--- config.mk ---
export PLATFORM = sky130hd
export DESIGN_NAME = adm_top
export DESIGN_NICKNAME = d
export VERILOG_FILES = /design/src/inc/adm_pkg.sv /design/src/hw/adm_delay_line.sv /design/src/hw/adm_top.sv
export VERILOG_INCLUDE_DIRS = /design/src /design/src/inc
export SDC_FILE = /design/constraint.sdc
export NUM_CORES = 1
export LEC_CHECK = 0
export BUFFER_PORTS_ARGS = -buffer_cell sky130_fd_sc_hd__buf_2
export CORE_UTILIZATION = 43
export DETAILED_ROUTE_END_ITERATION = 8
export GPL_TIMING_DRIVEN = 0
export MAX_ROUTING_LAYER = met4
export SLEW_MARGIN = 25
export SYNTH_ARGS = -nofsm -noshare
export SYNTH_HDL_FRONTEND = slang
export SYNTH_SLANG_ARGS = --single-unit
--- constraint.sdc ---
create_clock -name I_CLK -period 4.3 [get_ports I_CLK]
set_input_delay 0.86 -clock I_CLK [delete_from_list [all_inputs] [get_ports I_CLK]]
set_output_delay 0.86 -clock I_CLK [all_outputs]
set_load 0.01 [all_outputs]
--- src/inc/adm_consts.svh ---
// constants for the converter output demux and reset alignment block
// assumes one sample clock domain; counts are in sample clock cycles
`ifndef ADM_CONSTS_SVH
`define ADM_CONSTS_SVH

`define ADM_CODE_W      8
`define ADM_DIFF_W      9
`define ADM_DIFF_POS_FS 9'sh080
`define ADM_DIFF_NEG_FS 9'sh180
`define ADM_DIFF_ZERO   9'sh000
`define ADM_CODE_OFFSET 9'h080
`define ADM_CODE_TOP    8'hFF
`define ADM_CODE_BOT    8'h00
`define ADM_CODE_MID_LO 8'h7F
`define ADM_CODE_MID_HI 8'h80
`define ADM_DATA_PIPE   5
`define ADM_RST_PIPE    4
`define ADM_RST_OUT_LAT 5
`define ADM_CNT_RST     2'h0
`define ADM_CNT_STEP    2'h1
`define ADM_CNT_LAST    2'h3

`endif

--- src/inc/adm_pkg.sv ---
// shared types for the converter output demux block
// assumes adm_consts.svh is on the include path
`include "adm_consts.svh"

package adm_pkg;

  typedef struct packed {
    logic                   ovr;
    logic [`ADM_CODE_W-1:0] code;
  } adm_sample_s;

  typedef enum logic [1:0] {
    ADM_SINGLE_RATE_MODE,
    ADM_HALF_RATE_MODE,
    ADM_QUARTER_DECIMATE_MODE
  } adm_mode_e;

endpackage

--- src/hw/adm_delay_line.sv ---
// fixed-depth shift register used for data and reset latency matching
// assumes a single clock and an asynchronous active-high reset
module adm_delay_line #(
  parameter int DEPTH = 4,
  parameter int WIDTH = 1
) (
  input  wire logic             i_clk,
  input  wire logic             i_rst,
  input  wire logic [WIDTH-1:0] i_d,
  output logic      [WIDTH-1:0] o_q
);

  logic [WIDTH-1:0] stage_reg [DEPTH];
  logic [WIDTH-1:0] stage_in  [DEPTH];

  genvar g;
  generate
    for (g = 0; g < DEPTH; g++) begin : g_stage
      if (g == 0) begin : g_head
        assign stage_in[g] = i_d;
      end else begin : g_body
        assign stage_in[g] = stage_reg[g-1];
      end
      always_ff @(posedge i_clk or posedge i_rst) begin
        if (i_rst) begin
          stage_reg[g] <= '0;
        end else begin
          stage_reg[g] <= stage_in[g];
        end
      end
    end
  endgenerate

  assign o_q = stage_reg[DEPTH-1];

endmodule

--- src/hw/adm_top.sv ---
// output coding, 1:2 demultiplexer, clock divider and demux reset path
// assumes I_CLK is the sample clock and all inputs are synchronous to it
//
// Notes on behaviour
// - codes are offset binary; positive full scale sets overrange; zero toggles 7F/80.
// - each sample is taken on the rising sample clock edge.
// - outside single rate, output ports change only where the data-ready clock rises.
// - demultiplexed operation splits samples two ways, each port at half or quarter rate.
// - demux reset input is captured on the rising sample clock edge.
// - an undriven reset input pair reads as deasserted.
// - latched reset holds the internal demultiplexer in reset.
// - captured reset runs through a pipeline one stage shorter than the data latency.
// - reset output edge lines up with data sampled at reset release.
// - a complementary reset output pair feeds external demultiplexers.
// - divider makes single, half or quarter rate data-ready clock from selects.
// - after power-up the half-rate clock may start in either phase.
// - asserted reset forces the divider counter to a known phase.
// - enable low gives single rate; high with select low half; both quarter.
// - single rate bypasses demux; auxiliary repeats primary one cycle late.
// - half rate shows newer sample on primary, older on auxiliary.
// - quarter rate drops every other sample and demultiplexes the rest.
`include "adm_consts.svh"

module adm_top (
  input  wire logic                         I_CLK,
  input  wire logic                         I_RST,
  input  wire logic signed [`ADM_DIFF_W-1:0] I_CONV_DIFF,
  input  wire logic                         I_DEMUX_RESET_IN_P,
  input  wire logic                         I_DEMUX_RESET_IN_N,
  input  wire logic                         I_DEMUX_ENABLE_SELECT,
  input  wire logic                         I_DIVIDE_RATIO_SELECT,
  input  wire logic                         I_PHASE_STRAP,
  output logic      [`ADM_CODE_W-1:0]       O_PRIM_DATA,
  output logic      [`ADM_CODE_W-1:0]       O_AUX_DATA,
  output logic                              O_OVERRANGE,
  output logic                              O_DREADY,
  output logic                              O_DREADY_N,
  output logic                              O_DATA_VALID,
  output logic                              O_DEMUX_RESET_OUT,
  output logic                              O_DEMUX_RESET_OUT_N
);

  adm_pkg::adm_mode_e   mode_w;
  adm_pkg::adm_sample_s code_next;
  adm_pkg::adm_sample_s code_reg;
  adm_pkg::adm_sample_s dly_w;
  adm_pkg::adm_sample_s hist1_reg;
  adm_pkg::adm_sample_s hist2_reg;
  logic [8:0]             sum_w;
  logic                   zero_w;
  logic                   zero_tgl_reg;
  logic                   rst_in_w;
  logic                   rst_lat_reg;
  logic                   rst_dly_w;
  logic                   strap_done_reg;
  logic [1:0]             cnt_reg;
  logic [1:0]             cnt_next;
  logic                   upd_w;
  logic                   dready_next;
  logic [`ADM_CODE_W-1:0] prim_next;
  logic [`ADM_CODE_W-1:0] aux_next;
  logic                   ovr_next;

  // mode decode
  assign mode_w = !I_DEMUX_ENABLE_SELECT ? adm_pkg::ADM_SINGLE_RATE_MODE :
                  I_DIVIDE_RATIO_SELECT  ? adm_pkg::ADM_QUARTER_DECIMATE_MODE :
                                           adm_pkg::ADM_HALF_RATE_MODE;

  // open inputs bias negative, so only a true high-low pair counts
  assign rst_in_w = I_DEMUX_RESET_IN_P & ~I_DEMUX_RESET_IN_N;

  always_ff @(posedge I_CLK or posedge I_RST) begin
    if (I_RST) begin
      rst_lat_reg <= 1'b0;
    end else begin
      rst_lat_reg <= rst_in_w;
    end
  end

  // output coder
  assign sum_w  = I_CONV_DIFF + `ADM_CODE_OFFSET;
  assign zero_w = (I_CONV_DIFF == `ADM_DIFF_ZERO);

  always_comb begin
    code_next.ovr  = 1'b0;
    code_next.code = sum_w[`ADM_CODE_W-1:0];
    if (I_CONV_DIFF >= `ADM_DIFF_POS_FS) begin
      code_next.code = `ADM_CODE_TOP;
      code_next.ovr  = 1'b1;
    end else if (I_CONV_DIFF <= `ADM_DIFF_NEG_FS) begin
      code_next.code = `ADM_CODE_BOT;
    end else if (zero_w) begin
      // midscale dithers between the two codes either side of zero
      code_next.code = zero_tgl_reg ? `ADM_CODE_MID_HI : `ADM_CODE_MID_LO;
    end
  end

  always_ff @(posedge I_CLK or posedge I_RST) begin
    if (I_RST) begin
      code_reg     <= '0;
      zero_tgl_reg <= 1'b0;
    end else begin
      code_reg     <= code_next;
      zero_tgl_reg <= zero_tgl_reg ^ zero_w;
    end
  end

  // divider counter; strap stands in for the random power-up phase
  assign cnt_next = rst_lat_reg     ? `ADM_CNT_RST :
                    !strap_done_reg ? {1'b0, I_PHASE_STRAP} :
                                      cnt_reg + `ADM_CNT_STEP;

  always_ff @(posedge I_CLK or posedge I_RST) begin
    if (I_RST) begin
      cnt_reg        <= `ADM_CNT_RST;
      strap_done_reg <= 1'b0;
    end else begin
      cnt_reg        <= cnt_next;
      strap_done_reg <= 1'b1;
    end
  end

  // port update points; reset parks the counter where none fires outside single rate
  assign upd_w = (mode_w == adm_pkg::ADM_SINGLE_RATE_MODE) ? 1'b1 :
                 (mode_w == adm_pkg::ADM_HALF_RATE_MODE)   ? cnt_reg[0] :
                 (cnt_reg == `ADM_CNT_LAST);

  // single rate toggles at half the clock: no flop can run at full rate
  assign dready_next = (mode_w == adm_pkg::ADM_SINGLE_RATE_MODE) ? ~O_DREADY :
                       (mode_w == adm_pkg::ADM_HALF_RATE_MODE)   ? cnt_reg[0] :
                       ~(cnt_reg[1] ^ cnt_reg[0]);

  // data latency pipe
  adm_delay_line #(
    .DEPTH (`ADM_DATA_PIPE),
    .WIDTH ($bits(adm_pkg::adm_sample_s))
  ) u_data_dly (
    .i_clk (I_CLK),
    .i_rst (I_RST),
    .i_d   (code_reg),
    .o_q   (dly_w)
  );

  always_ff @(posedge I_CLK or posedge I_RST) begin
    if (I_RST) begin
      hist1_reg <= '0;
      hist2_reg <= '0;
    end else begin
      hist1_reg <= dly_w;
      hist2_reg <= hist1_reg;
    end
  end

  // demultiplexer selection
  always_comb begin
    prim_next = O_PRIM_DATA;
    aux_next  = O_AUX_DATA;
    ovr_next  = O_OVERRANGE;
    case (mode_w)
      adm_pkg::ADM_SINGLE_RATE_MODE: begin
        prim_next = dly_w.code;
        aux_next  = O_PRIM_DATA;
        ovr_next  = dly_w.ovr;
      end
      adm_pkg::ADM_HALF_RATE_MODE: begin
        if (upd_w) begin
          prim_next = dly_w.code;
          aux_next  = hist1_reg.code;
          ovr_next  = dly_w.ovr | hist1_reg.ovr;
        end
      end
      adm_pkg::ADM_QUARTER_DECIMATE_MODE: begin
        if (upd_w) begin
          // skipping hist1 drops the sample between the two kept ones
          prim_next = dly_w.code;
          aux_next  = hist2_reg.code;
          ovr_next  = dly_w.ovr | hist2_reg.ovr;
        end
      end
      default: begin
        prim_next = O_PRIM_DATA;
      end
    endcase
  end

  always_ff @(posedge I_CLK or posedge I_RST) begin
    if (I_RST) begin
      O_PRIM_DATA  <= '0;
      O_AUX_DATA   <= '0;
      O_OVERRANGE  <= 1'b0;
      O_DREADY     <= 1'b0;
      O_DREADY_N   <= 1'b1;
      O_DATA_VALID <= 1'b0;
    end else begin
      O_PRIM_DATA  <= prim_next;
      O_AUX_DATA   <= aux_next;
      O_OVERRANGE  <= ovr_next;
      O_DREADY     <= dready_next;
      O_DREADY_N   <= ~dready_next;
      O_DATA_VALID <= upd_w;
    end
  end

  // reset pipe is one stage shorter so its edge marks aligned data
  adm_delay_line #(
    .DEPTH (`ADM_RST_PIPE),
    .WIDTH (1)
  ) u_rst_dly (
    .i_clk (I_CLK),
    .i_rst (I_RST),
    .i_d   (rst_lat_reg),
    .o_q   (rst_dly_w)
  );

  always_ff @(posedge I_CLK or posedge I_RST) begin
    if (I_RST) begin
      O_DEMUX_RESET_OUT   <= 1'b0;
      O_DEMUX_RESET_OUT_N <= 1'b1;
    end else begin
      O_DEMUX_RESET_OUT   <= rst_dly_w;
      O_DEMUX_RESET_OUT_N <= ~rst_dly_w;
    end
  end
endmodule

==> metrics.txt <==
Critical Path Source Type=flop; met2 usage in global routing=20.0%; Worst Path Arrival=0.99 ns; Min Clock Period, post-route=1.85 ns; most common cell after layout, fill and taps aside=sky130_fd_sc_hd__dfrtp_1; routed vias/inst=4.71; category of the critical setup timing path=reg -> out; Fin Hold WS=0.343 ns; sequential cell area=2580 um^2; placed insts=329; Final TNS setup=0 ns; global-route met3 utilization=3.05%; worst setup path startpoint=O_DREADY_N; RSZ-0062 raised after global routing=no; number of iterations in the first detailed-routing pass=4; Clock Pin Slew Worst Setup and Hold Paths=0.09 ns; largest family of logic cells by synthesized area=compound AO/OA/AOI/OAI gates; number of distinct library cells after synthesis=29; worst min-delay path category=reg -> reg; number of core rows=31; Post-Synth Adder-Cell Area=0.378%; routed vias=1626; worst-case vdd ir drop=220 uV; max-capacitance violation count=0; Final Setup Violations=0; cell count along the critical path=1; worst path buffer plus inverter count=1; post-placement cell area=3650 um^2; CTS resizes=0; routability-driven placement congestion ratio=0.694; post-route cell area=3860 um^2; DP HPWL=2790 um; Antenna Violating Nets Remaining=0; final non-filler cell total=345; wire length of the first global-routing pass=7970 um; Filler Cells Inserted=610; insertion delay of the later-clocked pin in the worst-skew pair=0.35 ns; clock tree from TritonCTS=done; # hold bufs at CTS=0; delay of the slowest cell on the worst path=0.52 ns; floorplan die area=8060 um^2; CP delay by family, top=flip-flops; Compound-Gate Fraction of Synth Area=6.84%; simple-gate share of the synthesized area=6.12%; area taken by multi-input logic gates=657 um^2; CTS sink cnt=103; total congestion overflow=0; result of the run=complete, no violations; busiest layer in global routing=met2; reg2reg end=O_PRIM_DATA[0]; Final Hold Fails=0; final layout net count=258; minimum setup slack in the final design=2.45 ns; Routed Wire Length=4490 um; synthesized area=3310 um^2; critical path cell sequence=buf_2; ANT cells=0; worst-path fanout max=1; total power density per cell area=491 nW/um^2; number of H-tree branching levels=3; Std-Cell Core Area=7330 um^2; count of mapped cells out of synthesis=193; timing endpoint of the critical path=O_DREADY_N; post-synthesis sequential element count=103; portion of the clock cycle consumed by the worst path in the final layout=43.0%; GR Util met1=16.5%; number of top-level design ports=38; number of DRC markers in iteration 0=80; maximum number of pins on one net before global-route repair=73; flip-flop count of the largest register, all copies and words added=36; initial standard-cell utilization of the core=45.2%; share of cells above drive strength 1=32.5%; overall track demand over capacity in global routing=13.4%; sequential-to-total area share from yosys stat=77.9%; detailed-route DRC error count=0; count of synthesis-stage warnings from yosys=0; Longest Clk Path Bufs=2; worst setup slack for register-to-register paths=2.57 ns; number of pins exceeding their max-slew limit in the final report=0; worst slack, placed=2.12 ns; Syn-to-layout area delta=16.6%; post-synth net total=210; total clock buffers created by CTS=9; post-CTS setup buffer count=0; Critical-path top delay cell=sky130_fd_sc_hd__dfstp_2; leak pwr=1.83 nW; Die Height=89.8 um; parity-gate share of the synthesized area counting xor and xnor cells=0.264%; kind of end point of the critical path=output port; FF-to-FF path depth=4; number of buffers inserted by port buffering=36; via count of the first global-routing pass=1667; initial antenna violation count=0; largest clock skew in the final design=0.0115 ns; FMAX=0.541 GHz; multiplexer fraction of the synthesized cell area=6.12%; routed wire length per instance=13.0 um; required time at the worst-slack endpoint=3.44 ns; post-synthesis area per instance=17.2 um^2; r2r startpoint=cnt_reg[0]; floorplan die width=89.8 um; buffer type at the clock tree root=sky130_fd_sc_hd__clkbuf_8; most frequent cells in the layout=sky130_fd_sc_hd__dfrtp_1 (101), sky130_fd_sc_hd__buf_2 (39), sky130_fd_sc_hd__inv_1 (10)
## worst register-to-register path, delay by kind of cell, from the launching register on
| kind | cells | cell delay, ns |
|---|---|---|
| adders and majority gates | 1 | 0.26 |
| DFF | 1 | 0.44 |
| muxes | 2 | 0.66 |
| and+or+nand+nor | 1 | 0.27 |
## metal layers
layer,part of all wire (%),wire [um],vias up
li1,-,-,759
met1,46,2050,829
met2,49,2190,31
met3,3.4,151,7
met4,2.3,104,0
met5,0,0,-
## synth_stat cells
cell type / instances / area share [%]
sky130_fd_sc_hd__nand3b_1: 1 / 0.23
sky130_fd_sc_hd__nand2_2: 1 / 0.19
sky130_fd_sc_hd__xor2_1: 1 / 0.26
sky130_fd_sc_hd__nor2b_1: 2 / 0.38
sky130_fd_sc_hd__nor3_2: 1 / 0.30
sky130_fd_sc_hd__and3b_1: 1 / 0.26
sky130_fd_sc_hd__inv_1: 11 / 1.2
sky130_fd_sc_hd__buf_6: 1 / 0.34
sky130_fd_sc_hd__o311a_1: 8 / 2.4
sky130_fd_sc_hd__buf_2: 3 / 0.45
sky130_fd_sc_hd__mux2_2: 8 / 2.7
sky130_fd_sc_hd__conb_1: 1 / 0.11
sky130_fd_sc_hd__dfstp_2: 2 / 1.6
sky130_fd_sc_hd__ha_1: 1 / 0.38
sky130_fd_sc_hd__mux2i_1: 9 / 2.7
sky130_fd_sc_hd__nand2b_1: 9 / 1.7
sky130_fd_sc_hd__or4_1: 1 / 0.23
sky130_fd_sc_hd__nor2_4: 1 / 0.34
sky130_fd_sc_hd__or4_4: 2 / 0.68
sky130_fd_sc_hd__mux2i_4: 1 / 0.68
sky130_fd_sc_hd__o221ai_2: 8 / 3.6
sky130_fd_sc_hd__nor3_1: 1 / 0.15
sky130_fd_sc_hd__clkbuf_1: 2 / 0.23
sky130_fd_sc_hd__a21o_1: 1 / 0.23
sky130_fd_sc_hd__nand3_1: 8 / 1.2
sky130_fd_sc_hd__nor2_1: 4 / 0.45
sky130_fd_sc_hd__a21oi_1: 2 / 0.30
sky130_fd_sc_hd__o22a_1: 1 / 0.26
sky130_fd_sc_hd__dfrtp_1: 101 / 76
## cells by family (layout without fill, tap and decap cells)
| family | after synthesis | count (layout) |
|---|---|---|
| mux | 18 | 18 |
| flops | 103 | 103 |
| buf+inv | 17 | 70 |
| compound gates | 20 | 20 |
| other cells | 1 | 1 |
| xor+xnor | 1 | 1 |
| simple gates | 32 | 32 |
| fa+ha+maj | 1 | 1 |
## cell type report
cell class / count / area share [%]
Timing Repair Buffer: 37 / 5.38
Tap cell: 99 / 3.21
Inverter: 11 / 1.20
Sequential cell: 103 / 66.8
Buffer: 6 / 0.875
Clock buffer: 11 / 3.40
Multi-Input combinational cell: 73 / 17.0
Clock inverter: 5 / 2.14
## how the worst min path moves through the flow
stage	from	endpoint	cells past startpoint
floorplan	u_data_dly.stage_in[0]	u_data_dly.o_q[0]	0
global placement	code_reg[7]	u_data_dly.stage_in[34]	0
detailed placement	u_data_dly.stage_in[3]	u_data_dly.o_q[3]	0
CTS	u_data_dly.stage_in[12]	u_data_dly.stage_in[3]	0
global route	u_data_dly.stage_in[1]	u_data_dly.o_q[1]	0
finish	u_data_dly.stage_in[1]	u_data_dly.o_q[1]	0
## power by group
group | switching [mW] | internal, mW
clock | 0.301 | 0.329
combinational | 0.0946 | 0.0777
sequential | 0.0373 | 1.06
## per-stage QoR
stage | utilization [%] | power (mW)
2_1_floorplan | - | 1.22
3_3_place_gp | 49.3 | 1.28
3_5_place_dp | 49.8 | 1.29
4_1_cts | 52.7 | 1.93
5_1_grt | 52.7 | 1.99
6_report | 52.7 | 1.90
(Power assumes the default switching activity.)
